File: src/cdf_pkg.sv
/*
 * Package for the channel diagnosis filter: diagnosis codes, filter
 * delays and sizes shared by the device end and the controller end.
 * Assumes a 20 MHz clock on hclk.
 */
package cdf_pkg;
    localparam int unsigned CDF_NCH        = 10;
    localparam int unsigned CDF_CLK_HZ     = 20_000_000;
    // Filter delays in microseconds, typical figures inside the limits
    localparam int unsigned CDF_TD_STD_US  = 200;
    localparam int unsigned CDF_TD_MID_US  = 2500;
    localparam int unsigned CDF_TD_LONG_US = 5000;
    localparam int unsigned CDF_TD_MAX_US  = 220;
    localparam int unsigned CDF_LOD_MAX_US = 70;
    localparam int unsigned CDF_TD_STD_CYC  = CDF_TD_STD_US * (CDF_CLK_HZ / 1_000_000);
    localparam int unsigned CDF_TD_MID_CYC  = CDF_TD_MID_US * (CDF_CLK_HZ / 1_000_000);
    localparam int unsigned CDF_TD_LONG_CYC = CDF_TD_LONG_US * (CDF_CLK_HZ / 1_000_000);
    // Least waits of the controller, rounded up
    localparam int unsigned CDF_OFF_WAIT_CYC = CDF_TD_MAX_US * (CDF_CLK_HZ / 1_000_000) + 1;
    localparam int unsigned CDF_ON_WAIT_CYC  = CDF_LOD_MAX_US * (CDF_CLK_HZ / 1_000_000) + 1;
    localparam int unsigned CDF_CNT_W      = 17;
    localparam int unsigned CDF_EXT_FIRST  = 6;
    // Diagnosis codes
    localparam logic [1:0] CDF_SHORT_TO_GROUND      = 2'h0;
    localparam logic [1:0] CDF_OPEN_LOAD            = 2'h1;
    localparam logic [1:0] CDF_OVERCURRENT_OVERTEMP = 2'h2;
    localparam logic [1:0] CDF_NO_FAULT             = 2'h3;
    localparam logic [19:0] CDF_DIAG_RST = 20'hF_FFFF;
    // Controller register offsets and reset values
    localparam logic [7:0] CDF_REG_CTRL   = 8'h00;
    localparam logic [7:0] CDF_REG_GATE   = 8'h04;
    localparam logic [7:0] CDF_REG_DIAG   = 8'h08;
    localparam logic [7:0] CDF_REG_STATUS = 8'h0C;
    localparam logic [7:0] CDF_REG_CHK    = 8'h10;
    localparam logic [31:0] CDF_CTRL_RST  = 32'h0000_03FF;
    localparam logic [9:0]  CDF_GATE_RST  = 10'h000;
    localparam int unsigned CDF_CTRL_BTA  = 10;
    localparam int unsigned CDF_CTRL_BTB  = 11;
    localparam int unsigned CDF_CTRL_CLR  = 12;
endpackage

File: src/cdf_if.sv
/*
 * Link between the diagnosis device end and the controller end.
 * Assumes both ends run on the same hclk.
 */
`timescale 1ns/10ps
`default_nettype none
interface cdf_if;
    logic [9:0]  parallel_gate_sig;
    logic [9:0]  serial_on;
    logic [9:0]  off_diag_enable;
    logic        blind_time_sel_a;
    logic        blind_time_sel_b;
    logic        diag_clear_cmd;
    logic [19:0] diag_result_field;
    logic        diag_busy;

    modport device (
        input  parallel_gate_sig, serial_on, off_diag_enable,
               blind_time_sel_a, blind_time_sel_b, diag_clear_cmd,
        output diag_result_field, diag_busy
    );
    modport host (
        output parallel_gate_sig, serial_on, off_diag_enable,
               blind_time_sel_a, blind_time_sel_b, diag_clear_cmd,
        input  diag_result_field, diag_busy
    );
endinterface
`default_nettype wire

File: src/cdf_chan_filter.sv
/*
 * One channel's diagnosis delay filter.
 * Assumes raw condition is already synchronised to hclk.
 */
`timescale 1ns/10ps
`default_nettype none
module cdf_chan_filter
    import cdf_pkg::*;
#(
    parameter bit EXTENDED = 1'b0
) (
    input  wire logic       hclk,
    input  wire logic       hresetn,
    input  wire logic [1:0] raw_code,
    input  wire logic [1:0] blind_sel,
    output logic            commit,
    output logic [1:0]      commit_code
);
    logic [CDF_CNT_W-1:0] cnt_q;
    logic [CDF_CNT_W-1:0] limit;
    logic [1:0]           prev_q;
    logic                 run_q;
    logic                 swap;
    logic                 change;

    always_comb begin
        limit = CDF_CNT_W'(CDF_TD_STD_CYC);
        if (EXTENDED && blind_sel[0]) begin
            limit = blind_sel[1] ? CDF_CNT_W'(CDF_TD_LONG_CYC)
                                 : CDF_CNT_W'(CDF_TD_MID_CYC);
        end
    end

    // Swap between open load and short keeps the timer running
    assign swap = (prev_q == CDF_OPEN_LOAD && raw_code == CDF_SHORT_TO_GROUND)
               || (prev_q == CDF_SHORT_TO_GROUND && raw_code == CDF_OPEN_LOAD);
    assign change = (raw_code != prev_q) && !(swap && run_q);

    always_ff @(posedge hclk or negedge hresetn) begin
        if (!hresetn) begin
            cnt_q  <= '0;
            prev_q <= CDF_NO_FAULT;
            run_q  <= 1'b0;
        end else begin
            prev_q <= raw_code;
            if (change) begin
                cnt_q <= '0;
                run_q <= 1'b1;
            end else if (run_q && cnt_q >= limit - 1'b1) begin
                run_q <= 1'b0;
            end else if (run_q) begin
                cnt_q <= cnt_q + 1'b1;
            end
        end
    end

    assign commit      = run_q && !change && (cnt_q >= limit - 1'b1);
    assign commit_code = raw_code;
endmodule
`default_nettype wire

File: src/cdf_device.sv
/*
 * Device end: per-channel diagnosis filter, diagnosis register, overload
 * latch and output control for ten low-side channels.
 * Assumes the raw fault flags arrive from analog comparators asynchronously.
 */
`timescale 1ns/10ps
`default_nettype none
// Function
// Two-bit code per channel diagnosis
// Overload switches channel off, stores code 10
// Newest diagnosis overwrites stored code
// Store only after filter delay elapsed
// Open-short swap keeps filter timer running
// Blind-time selects set channel 7-10 delay
// Extended delays kept within their limits
// Host keeps channels off beyond filter delay; its off wait passes the standard delay, not channel 7-10 blind-time delays
// Host pairs channels 7-8 and 9-10; the host sequencer switches one channel at a time, unpaired
// Host confirms open load after off time
// Host disables, clears, forces overloaded channel on
// Host rereads overload, then re-enables diagnosis
// Clear command restores no-fault entries
// Ten parallel inputs, one per channel
// Low parallel input switches channel off
// Overload latch holds until clear or overwrite
// Overload during write is stored afterwards
// Per-channel counter reloads on class change
// On request combines inputs, forced off latched
module cdf_device
    import cdf_pkg::*;
#(
    parameter int NCH = CDF_NCH
) (
    input  wire logic           hclk,
    input  wire logic           hresetn,
    cdf_if.device               link,
    input  wire logic [NCH-1:0] scg_raw,
    input  wire logic [NCH-1:0] ol_raw,
    input  wire logic [NCH-1:0] oct_raw,
    output logic [NCH-1:0]      power_stage_n
);
    // The diagnosis word is laid out for ten channels
    if (NCH != CDF_NCH) begin : g_bad_nch
        $error("cdf_device serves ten channels only");
    end

    logic [NCH-1:0] s1_q;
    logic [NCH-1:0] s2_q;
    logic [NCH-1:0] s3_q;
    logic [NCH-1:0] o1_q;
    logic [NCH-1:0] o2_q;
    logic [NCH-1:0] o3_q;
    logic [NCH-1:0] t1_q;
    logic [NCH-1:0] t2_q;
    logic [NCH-1:0] t3_q;
    logic [NCH-1:0] scg_q;
    logic [NCH-1:0] ol_q;
    logic [NCH-1:0] oct_q;
    logic [NCH-1:0] oct_new;
    logic [NCH-1:0] hold_off;
    logic [NCH-1:0] latch_q;
    logic [NCH-1:0] pend_q;
    logic [NCH-1:0] commit;
    logic [2*NCH-1:0] ccode;
    logic [2*NCH-1:0] diag_q;
    logic [NCH-1:0] on_req;
    logic           wr_q;

    function automatic logic [1:0] classify(input logic s, input logic o,
                                           input logic t);
        if (t)      classify = CDF_OVERCURRENT_OVERTEMP;
        else if (s) classify = CDF_SHORT_TO_GROUND;
        else if (o) classify = CDF_OPEN_LOAD;
        else        classify = CDF_NO_FAULT;
    endfunction

    // Take a new level only once the second and third stages agree
    function automatic logic [NCH-1:0] settle(input logic [NCH-1:0] st2,
                                              input logic [NCH-1:0] st3,
                                              input logic [NCH-1:0] held);
        settle = (st2 & ~(st2 ^ st3)) | (held & (st2 ^ st3));
    endfunction

    ////////////////////////////////////////////////////////////////////
    // Three-stage input capture, change taken when stages two and three agree
    always_ff @(posedge hclk or negedge hresetn) begin
        if (!hresetn) begin
            {s1_q, s2_q, s3_q} <= '0;
            {o1_q, o2_q, o3_q} <= '0;
            {t1_q, t2_q, t3_q} <= '0;
        end else begin
            {s3_q, s2_q, s1_q} <= {s2_q, s1_q, scg_raw};
            {o3_q, o2_q, o1_q} <= {o2_q, o1_q, ol_raw};
            {t3_q, t2_q, t1_q} <= {t2_q, t1_q, oct_raw};
        end
    end

    always_ff @(posedge hclk or negedge hresetn) begin
        if (!hresetn) begin
            scg_q <= '0;
            ol_q  <= '0;
            oct_q <= '0;
        end else begin
            scg_q <= settle(s2_q, s3_q, scg_q);
            ol_q  <= settle(o2_q, o3_q, ol_q);
            oct_q <= settle(t2_q, t3_q, oct_q);
        end
    end

    ////////////////////////////////////////////////////////////////////
    // Per-channel filters; channels 7 to 10 honour blind time
    genvar g;
    generate
        for (g = 0; g < NCH; g++) begin : g_ch
            logic       off_diag;
            logic [1:0] raw;
            assign off_diag = link.off_diag_enable[g] || !oct_q[g];
            assign raw = off_diag ? classify(scg_q[g], ol_q[g], oct_q[g])
                                  : CDF_NO_FAULT;
            cdf_chan_filter #(
                .EXTENDED (g >= CDF_EXT_FIRST)
            ) u_filt (
                .hclk        (hclk),
                .hresetn     (hresetn),
                .raw_code    (raw),
                .blind_sel   ({link.blind_time_sel_b, link.blind_time_sel_a}),
                .commit      (commit[g]),
                .commit_code (ccode[2*g+1:2*g])
            );
        end
    endgenerate

    ////////////////////////////////////////////////////////////////////
    // Diagnosis register: last result wins, clear restores no fault
    always_ff @(posedge hclk or negedge hresetn) begin
        if (!hresetn) begin
            wr_q <= 1'b0;
        end else begin
            wr_q <= |commit;
        end
    end

    always_ff @(posedge hclk or negedge hresetn) begin
        if (!hresetn) begin
            diag_q <= CDF_DIAG_RST;
        end else begin
            for (int i = 0; i < NCH; i++) begin
                if (link.diag_clear_cmd) begin
                    diag_q[2*i +: 2] <= CDF_NO_FAULT;
                end
                if (commit[i]) begin
                    diag_q[2*i +: 2] <= ccode[2*i +: 2];
                end
                if (pend_q[i] || (oct_new[i] && !wr_q)) begin
                    diag_q[2*i +: 2] <= CDF_OVERCURRENT_OVERTEMP;
                end
            end
        end
    end

    // Overload arriving during a write cycle is held, stored after it
    always_ff @(posedge hclk or negedge hresetn) begin
        if (!hresetn) begin
            pend_q <= '0;
        end else begin
            pend_q <= oct_new & {NCH{wr_q}};
        end
    end

    ////////////////////////////////////////////////////////////////////
    // Overload latch, released by clear or by a different new diagnosis
    always_ff @(posedge hclk or negedge hresetn) begin
        if (!hresetn) begin
            latch_q <= '0;
        end else begin
            for (int i = 0; i < NCH; i++) begin
                if (oct_q[i]) begin
                    latch_q[i] <= 1'b1;
                end else if (link.diag_clear_cmd
                          || (commit[i]
                              && ccode[2*i +: 2] != CDF_OVERCURRENT_OVERTEMP)) begin
                    latch_q[i] <= 1'b0;
                end
            end
        end
    end

    // A fresh overload is one not yet latched
    assign oct_new  = oct_q & ~latch_q;

    // Latched or present overload keeps the stage off
    assign hold_off = latch_q | oct_q;

    // Input n drives channel n only; low input forces off
    assign on_req = link.parallel_gate_sig & link.serial_on;

    always_ff @(posedge hclk or negedge hresetn) begin
        if (!hresetn) begin
            power_stage_n <= '0;
        end else begin
            power_stage_n <= on_req & ~hold_off;
        end
    end

    assign link.diag_result_field = diag_q;
    assign link.diag_busy         = wr_q;
endmodule
`default_nettype wire

File: src/flat_wrapper.sv
// flat-port wrapper written by rule: the top's interface ports become plain ports
module cdf_device_flat import cdf_pkg::*;
#(
    parameter int NCH = CDF_NCH
)
  (hclk, hresetn, scg_raw, ol_raw, oct_raw, power_stage_n, link_parallel_gate_sig, link_serial_on, link_off_diag_enable, link_blind_time_sel_a, link_blind_time_sel_b, link_diag_clear_cmd, link_diag_result_field, link_diag_busy);
  cdf_if link_i ();
  input  wire logic hclk;
  input  wire logic hresetn;
  input  wire logic [NCH-1:0] scg_raw;
  input  wire logic [NCH-1:0] ol_raw;
  input  wire logic [NCH-1:0] oct_raw;
  output logic [NCH-1:0] power_stage_n;
  input wire logic [$bits(link_i.parallel_gate_sig)-1:0] link_parallel_gate_sig;
  input wire logic [$bits(link_i.serial_on)-1:0] link_serial_on;
  input wire logic [$bits(link_i.off_diag_enable)-1:0] link_off_diag_enable;
  input wire logic [$bits(link_i.blind_time_sel_a)-1:0] link_blind_time_sel_a;
  input wire logic [$bits(link_i.blind_time_sel_b)-1:0] link_blind_time_sel_b;
  input wire logic [$bits(link_i.diag_clear_cmd)-1:0] link_diag_clear_cmd;
  output wire logic [$bits(link_i.diag_result_field)-1:0] link_diag_result_field;
  output wire logic [$bits(link_i.diag_busy)-1:0] link_diag_busy;
  assign link_i.parallel_gate_sig = link_parallel_gate_sig;
  assign link_i.serial_on = link_serial_on;
  assign link_i.off_diag_enable = link_off_diag_enable;
  assign link_i.blind_time_sel_a = link_blind_time_sel_a;
  assign link_i.blind_time_sel_b = link_blind_time_sel_b;
  assign link_i.diag_clear_cmd = link_diag_clear_cmd;
  assign link_diag_result_field = link_i.diag_result_field;
  assign link_diag_busy = link_i.diag_busy;
  cdf_device #(.NCH(NCH)) u_core (.hclk(hclk), .hresetn(hresetn), .link(link_i), .scg_raw(scg_raw), .ol_raw(ol_raw), .oct_raw(oct_raw), .power_stage_n(power_stage_n));
endmodule
File: config.mk
export PLATFORM = sky130hd
export DESIGN_NAME = cdf_device_flat
export DESIGN_NICKNAME = d
export VERILOG_FILES = /design/src/cdf_pkg.sv /design/src/cdf_if.sv /design/src/cdf_chan_filter.sv /design/src/cdf_device.sv /design/src/flat_wrapper.sv
export SDC_FILE = /design/constraint.sdc
export NUM_CORES = 1
export LEC_CHECK = 0
export BUFFER_PORTS_ARGS = -buffer_cell sky130_fd_sc_hd__buf_2
export CORE_ASPECT_RATIO = 0.8
export CORE_MARGIN = 2
export CORE_UTILIZATION = 60
export DETAILED_ROUTE_END_ITERATION = 8
export PLACE_DENSITY_LB_ADDON = 0.05
export SETUP_SLACK_MARGIN = 0.1
export SYNTH_ARGS = -nofsm -noshare
export SYNTH_HDL_FRONTEND = slang
export SYNTH_SLANG_ARGS = --single-unit
File: constraint.sdc
create_clock -name hclk -period 6.35 [get_ports hclk]
set_clock_uncertainty 0.1 [all_clocks]
set_input_delay 0.635 -clock hclk [delete_from_list [all_inputs] [get_ports hclk]]
set_output_delay 0.635 -clock hclk [all_outputs]
set_load 0.1 [all_outputs]
==> results of run 1 <==
synth_stat cells, types with 6 or more instances:
cell / instances
sky130_fd_sc_hd__a211oi_1: 15
sky130_fd_sc_hd__a21oi_1: 50
sky130_fd_sc_hd__a31o_2: 7
sky130_fd_sc_hd__a31oi_1: 13
sky130_fd_sc_hd__and2_1: 18
sky130_fd_sc_hd__and3_1: 27
sky130_fd_sc_hd__and3b_1: 13
sky130_fd_sc_hd__and4_1: 7
sky130_fd_sc_hd__buf_2: 8
sky130_fd_sc_hd__clkbuf_1: 23
sky130_fd_sc_hd__dfrtp_1: 331
sky130_fd_sc_hd__dfstp_2: 40
sky130_fd_sc_hd__ha_1: 55
sky130_fd_sc_hd__inv_1: 39
sky130_fd_sc_hd__maj3_1: 30
sky130_fd_sc_hd__mux2i_1: 18
sky130_fd_sc_hd__nand2_1: 100
sky130_fd_sc_hd__nand2b_1: 14
sky130_fd_sc_hd__nand3_1: 58
sky130_fd_sc_hd__nand4_1: 29
sky130_fd_sc_hd__nand4b_1: 6
sky130_fd_sc_hd__nor2_1: 164
sky130_fd_sc_hd__nor2b_1: 24
sky130_fd_sc_hd__nor3_1: 56
sky130_fd_sc_hd__nor3b_1: 18
sky130_fd_sc_hd__o21ai_0: 47
sky130_fd_sc_hd__o21bai_1: 16
sky130_fd_sc_hd__o31ai_1: 10
sky130_fd_sc_hd__or2_2: 6
sky130_fd_sc_hd__or3_1: 23
sky130_fd_sc_hd__or4_1: 12
sky130_fd_sc_hd__xnor2_1: 71
sky130_fd_sc_hd__xor2_1: 28
state kept, by name, summed over array words and instances (netlist names), named ones only:
register	cells
u_core.power_stage_n	10
u_core.link.diag_result_field	20
u_core.t3_q	10
u_core.link.diag_busy	1
u_core.latch_q	10
u_core.o3_q	10
u_core.s2_q	10
u_core.s3_q	10
u_core.o2_q	10
u_core.o1_q	10
u_core.pend_q	10
u_core.g_ch.u_filt.cnt_q	170
u_core.t1_q	10
u_core.g_ch.u_filt.run_q	10
u_core.t2_q	10
u_core.g_ch.u_filt.prev_q	20
u_core.s1_q	10
critical path, cell delays in order:
cell and delay, ns:
sky130_fd_sc_hd__buf_2 0.17, sky130_fd_sc_hd__nand2b_1 0.27, sky130_fd_sc_hd__inv_1 0.08, sky130_fd_sc_hd__ha_1 0.37, sky130_fd_sc_hd__ha_1 0.31, sky130_fd_sc_hd__nand4_1 0.08, sky130_fd_sc_hd__nor3_1 0.18, sky130_fd_sc_hd__o31ai_1 0.09
sky130_fd_sc_hd__a2111o_1 0.49, sky130_fd_sc_hd__a21oi_2 0.83, sky130_fd_sc_hd__o21ai_0 0.22, sky130_fd_sc_hd__a21oi_1 0.19
cell type report:
cell class | instances | area [um2] | share of cell area
Inverter | 40 | 150 | 0.00817
Timing Repair Buffer | 104 | 568 | 0.0309
Multi-Input combinational cell | 1017 | 6640 | 0.361
Clock buffer | 58 | 1090 | 0.0591
Tap cell | 357 | 447 | 0.0243
Sequential cell | 371 | 9330 | 0.508
Clock inverter | 9 | 159 | 0.00865
layer usage:
| layer | wire length, um | vias up | share of wire |
|---|---|---|---|
| met5 | 0 | - | 0 |
| met4 | 431 | 0 | 0.014 |
| met3 | 1280 | 38 | 0.041 |
| met2 | 14300 | 179 | 0.45 |
| met1 | 15500 | 5417 | 0.49 |
| li1 | - | 5385 | - |
power by group through the flow:
stage / clock [W] / sequential (W) / combinational [W]
finish: 0.00223 / 0.00263 / 0.000565
global route: 0.00238 / 0.00265 / 0.000633
CTS: 0.00228 / 0.00263 / 0.000572
detailed placement: 0 / 0.00267 / 0.000569
global placement: 0 / 0.00267 / 0.000556
floorplan: 0 / 0.00273 / 0.000329
path summary, 6_finish.rpt:
path,end,slack [ns]
max in group asynchronous,u_core.t2_q[4],4.29
setup reg to reg,u_core.g_ch[8].u_filt.cnt_q[16],3.28
hold / removal,u_core.s1_q[3],0.11
setup / recovery,u_core.g_ch[7].u_filt.cnt_q[6],2.77
min in group asynchronous,u_core.g_ch[9].u_filt.cnt_q[10],0.55
hold reg to reg,u_core.t2_q[2],0.25
per-stage QoR:
stage / setup WS (ns) / std cells / utilization
finish: 2.77 / 1956 / 0.695
global route: 2.37 / 1956 / 0.695
CTS: 2.80 / 1956 / 0.695
detailed placement: 2.25 / 1888 / 0.647
global placement: 2.40 / 1888 / 0.647
floorplan: 3.19 / 1463 / -
cell families (layout without fill, tap and decap cells):
| kind of cell | Yosys count | after routing | synth area share |
|---|---|---|---|
| DFF | 371 | 371 | 0.574 |
| adders and majority gates | 85 | 85 | 0.0608 |
| AOI/OAI and AO/OA | 214 | 214 | 0.0909 |
| muxes | 22 | 22 | 0.0142 |
| buffers and inverters | 75 | 211 | 0.0188 |
| other | 1 | 4 | 0.000231 |
| xor gates and xnor gates | 99 | 99 | 0.0533 |
| and+or+nand+nor | 593 | 593 | 0.188 |
placed cells by master (no fill, tap or decap), types with 47 or more instances in the layout:
| cell type | count |
|---|---|
| sky130_fd_sc_hd__nand3_1 | 58 |
| sky130_fd_sc_hd__xnor2_1 | 71 |
| sky130_fd_sc_hd__o21ai_0 | 47 |
| sky130_fd_sc_hd__ha_1 | 55 |
| sky130_fd_sc_hd__buf_2 | 94 |
| sky130_fd_sc_hd__dfrtp_1 | 331 |
| sky130_fd_sc_hd__nand2_1 | 100 |
| sky130_fd_sc_hd__nor2_1 | 164 |
| sky130_fd_sc_hd__nor3_1 | 56 |
| sky130_fd_sc_hd__a21oi_1 | 50 |
what timing repair did:
action	CTS	global route
buffers inserted	0	0
setup endpoints to repair	0	0
hold endpoints to repair	33	0
hold buffers	1	0
==> flow_summary.yaml, run 1 <==
timing:
  timing.hold.ws_ns: 0.113
  setup_repair_after_global_routing_missed_its_margin: "no"
  timing.max_slew.rel_slack: 0.271
  ratio_of_final_minimum_period_to_clock_period: 0.563
  final.min_clock_period_ns: 3.58
  fmaxAchievable_mhz: 280
  timing.final.setup_violations: 0
  worst_slew_pin_slew_ns: 1.09
  report.final.hold_viol_count: 0
  setup_tns_ns: 0
  timing_max_transition_violations_final: 0
power_and_ir_drop:
  combinationalPowerShare: 0.104
  power_report.internal_total_w: 0.00404
  p_switching_w: 0.00139
  p_clk_frac: 0.411
  power_density_nw_per_um2: 295
  sw_frac_of_total: 0.256
  power.sequential.fraction: 0.485
  total_power_w: 0.00543
  power_leakage_nw: 8.10
  power.ir.vdd_worst_uv: 238
critical_path:
  worst-endpoint-required_ns: 6.70
  critical_path.reg2reg.startpoint: "u_core.g_ch[8].u_filt.cnt_q[16]"
  maximum_fanout_count_along_the_critical_path: 30
  critical_path_sink_type: "flip-flop"
  cp-start-kind: "primary input"
  critPathLaunch: "link_blind_time_sel_a"
  reg2reg_depth: 8
  arrival_ns: 3.92
  crit_type: "primary input to flip-flop"
clock_network:
  tritoncts: "yes"
  clk-insertion-delay-late_ns: 0.53
  cts-htree-levels: 2
  clock_sinks: 371
  numCtsBuffers: 37
  post_cts.resized_instances: 0
  clock_root_cell: "sky130_fd_sc_hd__clkbuf_16"
  clkSlewWorstSetupHoldPaths_ns: 0.06
  clock_tree.buffer_depth: 3
global_route:
  grt_usage: 0.231
  grt-ovfl-total: 0
  global_route.usage.met3: 0.0403
  grt_pass1_vias: 10953
  met2_usage: 0.364
  busiest_layer: "met2"
  grt_pass1_wl_um: 53900
  pin_count_of_the_biggest_net_entering_global_routing: 171
  grt.met1_usage: 0.339
  antenna_violations_before_repair: 1
yosys:
  ys_types: 74
  synth.avg_cell_area_um2: 11.1
  postSynthRegisterBits: 371
  synth-seq-area-share: 0.574
  synth_top_area_frac: 0.509
  fraction_of_registers_with_async_set_or_reset_after_synthesis: 1.00
  netlist.top_cell.by_area: "sky130_fd_sc_hd__dfrtp_1"
  number_of_enable_flip_flop_cells_after_synthesis: 0
  ys.flop_type: "sky130_fd_sc_hd__dfrtp_1"
  synth-warning-count: 0
  postSynthCellCount: 1460
  synth_area_um2: 16300
  synth_area_leaders: "sky130_fd_sc_hd__dfrtp_1 51%, sky130_fd_sc_hd__dfstp_2 6.5%, sky130_fd_sc_hd__ha_1 4.2%"
drt:
  detail_route.iter0.violations: 575
  drc: 0
  route.antenna.remaining_nets: 0
  detail_route.wl_per_cell_um: 16.1
  drt-total-wl_um: 31500
  drt_first_pass_iters: 4
  routed-via-count: 11019
  routed_via_density: 5.63
floorplanning:
  die_h_um: 151
  io-pin-count: 96
  start_util: 0.615
  die_area_um2: 28400
  rows: 53
  placeableCoreArea_um2: 26500
  die_w_um: 188
placement:
  placement.cell_area_um2: 17100
  portBuffers: 95
  dp_hpwl_um: 20800
  gp_congestion: 0.805
final_layout:
  finish.instance_area_um2: 18400
  diodes: 0
  drive_gt1_frac: 0.144
  area_delta_synth_final_pct: 13.0
  fillers: 2007
  total_nets_final: 1691
run:
  cap_violations: 0
status:
  run_status: "finished, final reports clean"
min_path:
  count_of_cells_along_the_worst_hold_path: 1
  min_path_type: "primary input to flip-flop"
  hp-start: "scg_raw[3]"
No activity file was read; power rests on OpenSTA's default activity.
==> inputs of run 2 (changes only) <==
==> constraint.sdc (replaced) <==
create_clock -name hclk -period 3.5 [get_ports hclk]
set_clock_uncertainty 0.1 [all_clocks]
set_input_delay 0.35 -clock hclk [delete_from_list [all_inputs] [get_ports hclk]]
set_output_delay 0.35 -clock hclk [all_outputs]
set_load 0.1 [all_outputs]
==> run 2 against run 1 <==
Compared with the run above:
- hold slack got worse by 0.089 ns
- critical path depth unchanged
- final area grew 4.0%
- power rose by 81%
- setup slack got worse by 2.0 ns
- combinational power grew 95%
- largest power group unchanged
- flip-flop and latch count unchanged
- first-iteration DRC count up 0.70%
- count of clock-buffer cells in the layout decreased by 5
- largest cell class unchanged
- sequential share of layout area shrank 1.9 points
==> flow_summary.yaml, run 2 (synthesis results as in run 1) <==
critical_path:
  crit_type: "primary input to flip-flop"
  cp-start-kind: "primary input"
  arrival_ns: 3.08
  critical_path_sink_type: "flip-flop"
  worst-endpoint-required_ns: 3.84
  maximum_fanout_count_along_the_critical_path: 20
final_layout:
  seqCellArea_um2: 9330
  area_delta_synth_final_pct: 17.5
  most_common_cell_after_layout_fill_and_taps_aside: "sky130_fd_sc_hd__dfrtp_1"
  final_core_utilization: 0.722
  largest_reg_flops: 170
  multi_input_area_um2: 6640
  drive_gt1_frac: 0.156
  fillers: 1854
  most-common-layout-cells: "331 x sky130_fd_sc_hd__dfrtp_1, 164 x sky130_fd_sc_hd__nor2_1, 100 x sky130_fd_sc_hd__nand2_1"
  largest-register: "u_core.g_ch.u_filt.cnt_q"
  diodes: 0
  finish.instance_area_um2: 19100
  total_nets_final: 1769
clock_network:
  clock_sinks: 371
  tritoncts: "yes"
  clock_tree.buffer_depth: 3
  clock_root_cell: "sky130_fd_sc_hd__clkbuf_16"
  post_cts.repair.setup_buffers: 0
  cts-htree-levels: 2
  numCtsBuffers: 37
  clk-insertion-delay-late_ns: 0.53
  clkSlewWorstSetupHoldPaths_ns: 0.06
floorplanning:
  start_util: 0.615
  io-pin-count: 96
  die_h_um: 151
  die_w_um: 188
  die_area_um2: 28400
  rows: 53
  placeableCoreArea_um2: 26500
drt:
  drt_first_pass_iters: 5
  drc: 0
  detail_route.wl_per_cell_um: 15.8
  route.antenna.remaining_nets: 0
  routed_via_density: 5.52
  drt-total-wl_um: 32200
  detail_route.iter0.violations: 579
  routed-via-count: 11227
global_route:
  antenna_violations_before_repair: 0
  pin_count_of_the_biggest_net_entering_global_routing: 90
  grt-ovfl-total: 0
  grt_pass1_wl_um: 54200
  grt_pass1_vias: 11022
  grt_usage: 0.234
power_and_ir_drop:
  power_report.internal_total_w: 0.00729
  p_switching_w: 0.00254
  total_power_w: 0.00983
  combinationalPowerShare: 0.111
  power.ir.vdd_worst_uv: 534
  power_density_nw_per_um2: 514
  power_leakage_nw: 8.46
  p_clk_frac: 0.403
  sw_frac_of_total: 0.258
  power.sequential.fraction: 0.486
timing:
  ratio_of_final_minimum_period_to_clock_period: 0.785
  worst_slew_pin_slew_ns: 0.831
  timing_max_transition_violations_final: 0
  fmaxAchievable_mhz: 364
  final.min_clock_period_ns: 2.75
  setup_repair_after_global_routing_missed_its_margin: "no"
  timing.final.setup_violations: 0
  report.final.hold_viol_count: 0
  setup_tns_ns: 0
  timing.max_slew.rel_slack: 0.443
placement:
  gp_congestion: 0.819
  portBuffers: 95
  dp_hpwl_um: 21200
  placement.cell_area_um2: 17300
status:
  run_status: "finished, final reports clean"
min_path:
  min_path_type: "primary input to flip-flop"
run:
  cap_violations: 0
[run 2: layout make-up]
| class | count | area share |
|---|---|---|
| sequential | 371 | 0.488 |
| inverter | 40 | 0.00786 |
| tap | 357 | 0.0234 |
| timing repair buffer | 182 | 0.0687 |
| clock buffer | 53 | 0.0574 |
| multi-input combinational | 1017 | 0.347 |
| clock inverter | 14 | 0.00701 |
[run 2: final timing paths]
path                                                start                           endpoint  slack, ns  depth (start not counted)
max                                 link_blind_time_sel_b     u_core.g_ch[7].u_filt.cnt_q[9]       0.75                         12
min                                     link_serial_on[6]            u_core.power_stage_n[6]       0.02                          3
max reg2reg                u_core.g_ch[7].u_filt.cnt_q[6]     u_core.g_ch[7].u_filt.cnt_q[9]       0.77                          9
min reg2reg                                u_core.s1_q[4]                     u_core.s2_q[4]       0.24                          0
max in group asynchronous                         hresetn  u_core.link.diag_result_field[16]       1.99                          3
min in group asynchronous                         hresetn     u_core.g_ch[6].u_filt.cnt_q[2]       0.33                          2
[run 2: per-stage QoR]
step | setup slack, ns | std cells | hold slack, ns
5_1_grt | 0.469 | 2034 | 0.0413
3_5_place_dp | 0.215 | 1912 | 0.235
3_3_place_gp | 0.332 | 1912 | 0.232
4_1_cts | 0.727 | 2034 | 0.0104
6_report | 0.753 | 2034 | 0.0232
2_1_floorplan | 0.623 | 1463 | -0.0456
[run 2: what timing repair did]
item	in CTS	in global routing
endpoints found under the hold margin	128	0
hold buffers	55	0
resized for setup	0	0
[run 2: power groups by stage]
stage	Combinational [W]	Clock [W]	Sequential, W
floorplan	0.000597	0	0.00495
CTS	0.00111	0.00406	0.00477
global placement	0.00103	0	0.00484
global route	0.00122	0.00425	0.00481
detailed placement	0.00105	0	0.00485
finish	0.00110	0.00396	0.00478
[run 2: critical path, stage by stage]
cell and delay [ns]:
sky130_fd_sc_hd__buf_2 0.11, sky130_fd_sc_hd__nand2b_1 0.24, sky130_fd_sc_hd__ha_1 0.44, sky130_fd_sc_hd__ha_1 0.22, sky130_fd_sc_hd__a211oi_1 0.19, sky130_fd_sc_hd__nor2_1 0.08
sky130_fd_sc_hd__o31ai_1 0.22, sky130_fd_sc_hd__a2111o_1 0.27, sky130_fd_sc_hd__a21oi_2 0.08, sky130_fd_sc_hd__buf_4 0.20, sky130_fd_sc_hd__or4_1 0.51, sky130_fd_sc_hd__a21oi_1 0.16
[run 2: layer usage]
metal  up-vias  GRT usage  part of all wire
li1       5541          -                 -
met1      5449      0.335              0.48
met2       187      0.376              0.46
met3        50     0.0396             0.038
met4         0     0.0614             0.018
met5         -          0                 0
==> inputs of run 3 (changes only) <==
--- a/config.mk
+++ b/config.mk
@@ -5,10 +5,11 @@
 export SDC_FILE = /design/constraint.sdc
 export NUM_CORES = 1
 export LEC_CHECK = 0
+export ABC_AREA = 1
 export BUFFER_PORTS_ARGS = -buffer_cell sky130_fd_sc_hd__buf_2
 export CORE_ASPECT_RATIO = 0.8
 export CORE_MARGIN = 2
-export CORE_UTILIZATION = 60
+export CORE_UTILIZATION = 56
 export DETAILED_ROUTE_END_ITERATION = 8
 export PLACE_DENSITY_LB_ADDON = 0.05
 export SETUP_SLACK_MARGIN = 0.1
==> constraint.sdc (replaced) <==
create_clock -name hclk -period 2.33 [get_ports hclk]
set_clock_uncertainty 0.1 [all_clocks]
set_input_delay 0.233 -clock hclk [delete_from_list [all_inputs] [get_ports hclk]]
set_output_delay 0.233 -clock hclk [all_outputs]
set_load 0.1 [all_outputs]
==> run 3 against run 2 <==
Compared with the run above:
- hold slack better by 0.097 ns
- count of clock-buffer cells in the layout is 3 lower
- final area is 13% higher
- clock power is 67% higher
- register-to-register slack worse by 0.51 ns
- global-route usage is 0.054 points lower
- critical path type is now flip-flop to flip-flop
- largest cell class unchanged
==> flow_summary.yaml, run 3 <==
drt:
  drt_first_pass_iters: 6
  drt-total-wl_um: 38600
  detail_route.wl_per_cell_um: 14.1
  route.antenna.remaining_nets: 0
  routed-via-count: 14072
  drc: 0
  routed_via_density: 5.13
  detail_route.iter0.violations: 784
yosys:
  synth-seq-area-share: 0.508
  synth.avg_cell_area_um2: 8.84
  yosys.cell_count.top_type: "sky130_fd_sc_hd__nand2_1"
  number_of_enable_flip_flop_cells_after_synthesis: 0
  synth_top_area_frac: 0.451
  postSynthCellCount: 2079
  synth_area_leaders: "sky130_fd_sc_hd__dfrtp_1 45%, sky130_fd_sc_hd__nand2_1 9.1%, sky130_fd_sc_hd__nand3_1 6.0%"
  synth_area_um2: 18400
  ys_types: 47
  synth.cells.most_frequent: "446 x sky130_fd_sc_hd__nand2_1, 331 x sky130_fd_sc_hd__dfrtp_1, 228 x sky130_fd_sc_hd__inv_1"
  fraction_of_registers_with_async_set_or_reset_after_synthesis: 1.00
  ys.flop_type: "sky130_fd_sc_hd__dfrtp_1"
  postSynthRegisterBits: 371
  netlist.top_cell.by_area: "sky130_fd_sc_hd__dfrtp_1"
  synth-warning-count: 0
critical_path:
  cp-start-kind: "flip-flop"
  critical_path_sink_type: "flip-flop"
  arrival_ns: 2.41
  worst-endpoint-required_ns: 2.67
  cpPeakStageDelay_ns: 0.43
  maximum_fanout_count_along_the_critical_path: 28
  critPathTopFamily: "simple AND/OR/NAND/NOR gates"
  setup.reg_to_reg.worst_slack_ns: 0.26
  cp_slowest_cell: "sky130_fd_sc_hd__dfrtp_1"
  crit_path_cell_trace: "ha_1 > nand3_1 > nor3_1 > nor2_1 > nand2_2 > nand2_4 > o21ai_0 > o21a_1"
  crit_type: "flip-flop to flip-flop"
  buffering_stage_count_on_the_worst_path_with_inverters_included: 0
clock_network:
  clock_tree.buffer_depth: 3
  clk-insertion-delay-late_ns: 0.54
  clock_sinks: 371
  cts-htree-levels: 2
  clkSlewWorstSetupHoldPaths_ns: 0.06
  tritoncts: "yes"
  clock_root_cell: "sky130_fd_sc_hd__clkbuf_16"
  numCtsBuffers: 39
timing:
  setup_tns_ns: 0
  final.min_clock_period_ns: 2.07
  ratio_of_final_minimum_period_to_clock_period: 0.889
  layout_setup_ws_ns: 0.258
  fmaxAchievable_mhz: 483
  timing.final.setup_violations: 0
  report.final.hold_viol_count: 0
  setup_repair_after_global_routing_missed_its_margin: "no"
  timing_max_transition_violations_final: 0
  worst_slew_pin_slew_ns: 0.978
  timing.max_slew.rel_slack: 0.344
floorplanning:
  rows: 59
  die_area_um2: 34300
  placeableCoreArea_um2: 32400
  io-pin-count: 96
  die_h_um: 166
  die_w_um: 207
  start_util: 0.567
placement:
  portBuffers: 95
  pre_cts_ws_ns: -0.141
  dp_hpwl_um: 26800
  gp_congestion: 0.872
final_layout:
  most-common-layout-cells: "446 x sky130_fd_sc_hd__nand2_1, 328 x sky130_fd_sc_hd__dfrtp_1, 227 x sky130_fd_sc_hd__inv_1"
  most_common_cell_after_layout_fill_and_taps_aside: "sky130_fd_sc_hd__nand2_1"
  total_nets_final: 2404
  diodes: 0
  area_delta_synth_final_pct: 17.5
  largest_reg_flops: 170
  largest-register: "u_core.g_ch.u_filt.cnt_q"
  drive_gt1_frac: 0.165
min_path:
  min_path_type: "primary input to async pin"
run:
  cap_violations: 0
global_route:
  grt_usage: 0.234
  grt-ovfl-total: 0
  grt_pass1_wl_um: 66000
  pin_count_of_the_biggest_net_entering_global_routing: 64
  grt_pass1_vias: 13506
  antenna_violations_before_repair: 0
status:
  run_status: "finished, final reports clean"
power_and_ir_drop:
  power_density_nw_per_um2: 715
  power_leakage_nw: 10.4
  power.ir.vdd_worst_uv: 762
==> run 3: cell types whose count changed after synthesis, moves of 35 or more <==
cell	previous run	this run
sky130_fd_sc_hd__nand2_1	100	446
sky130_fd_sc_hd__inv_1	39	228
sky130_fd_sc_hd__nand3_1	58	220
sky130_fd_sc_hd__nor2_1	164	221
sky130_fd_sc_hd__xor2_1	28	71
sky130_fd_sc_hd__o21ai_1	1	38
sky130_fd_sc_hd__xnor2_1	71	36
==> run 3: worst paths after layout <==
check | startpoint | endpoint | cells past startpoint
max in group asynchronous | hresetn | u_core.t3_q[6] | 3
hold / removal | hresetn | u_core.o2_q[9] | 2
hold reg to reg | u_core.t1_q[9] | u_core.t2_q[9] | 0
setup / recovery | u_core.g_ch[2].u_filt.cnt_q[0] | u_core.g_ch[2].u_filt.cnt_q[0] | 8
setup reg to reg | u_core.g_ch[2].u_filt.cnt_q[0] | u_core.g_ch[2].u_filt.cnt_q[0] | 8
min in group hclk | scg_raw[8] | u_core.s1_q[8] | 2
==> run 3: layout make-up <==
class / count / area, um2
multi-input cells: 1423 / 7820
clock inverters: 21 / 309
flip-flops and latches: 371 / 9340
fillers: 2622 / 10800
clock buffers: 50 / 1080
inverters: 247 / 927
well taps: 427 / 534
repair buffers: 202 / 1580
==> run 3: metal layers <==
metal | wire, um | share of wire | vias up | GRT usage
met1 | 19700 | 0.51 | 6686 | 0.361
li1 | - | - | 7105 | -
met5 | 0 | 0 | - | 0
met4 | 698 | 0.018 | 0 | 0.0534
met3 | 1440 | 0.037 | 56 | 0.0338
met2 | 16800 | 0.43 | 225 | 0.349
==> run 3: logic make-up after synthesis <==
family / after synthesis / share of synthesized area
DFF: 371 / 0.508
other: 1 / 0.000204
buffers and inverters: 289 / 0.0697
AOI/OAI and AO/OA: 161 / 0.0531
muxes: 1 / 0.000545
and+or+nand+nor: 1064 / 0.264
xor gates and xnor gates: 107 / 0.0510
adders and majority gates: 85 / 0.0538
==> run 3: power breakdown <==
part / leakage (nW) / internal, W / switching, W
Sequential: 4.66 / 0.00683 / 0.000254
Combinational: 5.01 / 0.000554 / 0.00119
Clock: 0.681 / 0.00398 / 0.00263
Total: 10.4 / 0.0114 / 0.00407
==> run 3: timing repair <==
item | 4_1_cts | 5_1_grt
resized for setup | 0 | 6
setup endpoints to repair | 0 | 38
hold endpoints to repair | 231 | 0
hold buffers | 61 | 0
buffers inserted | 0 | 3
==> run 3: metrics by stage <==
step	instance area [um2]	hold slack (ns)	power, W	cells	util
3_5_place_dp	19500	0.117	0.00886	2605	0.602
3_3_place_gp	19500	0.109	0.00881	2605	0.602
2_1_floorplan	18400	-0.163	0.00831	2082	-
5_1_grt	21600	0.159	0.0161	2741	0.666
4_1_cts	21500	0.131	0.0156	2737	0.664
6_report	21600	0.121	0.0154	2741	0.666
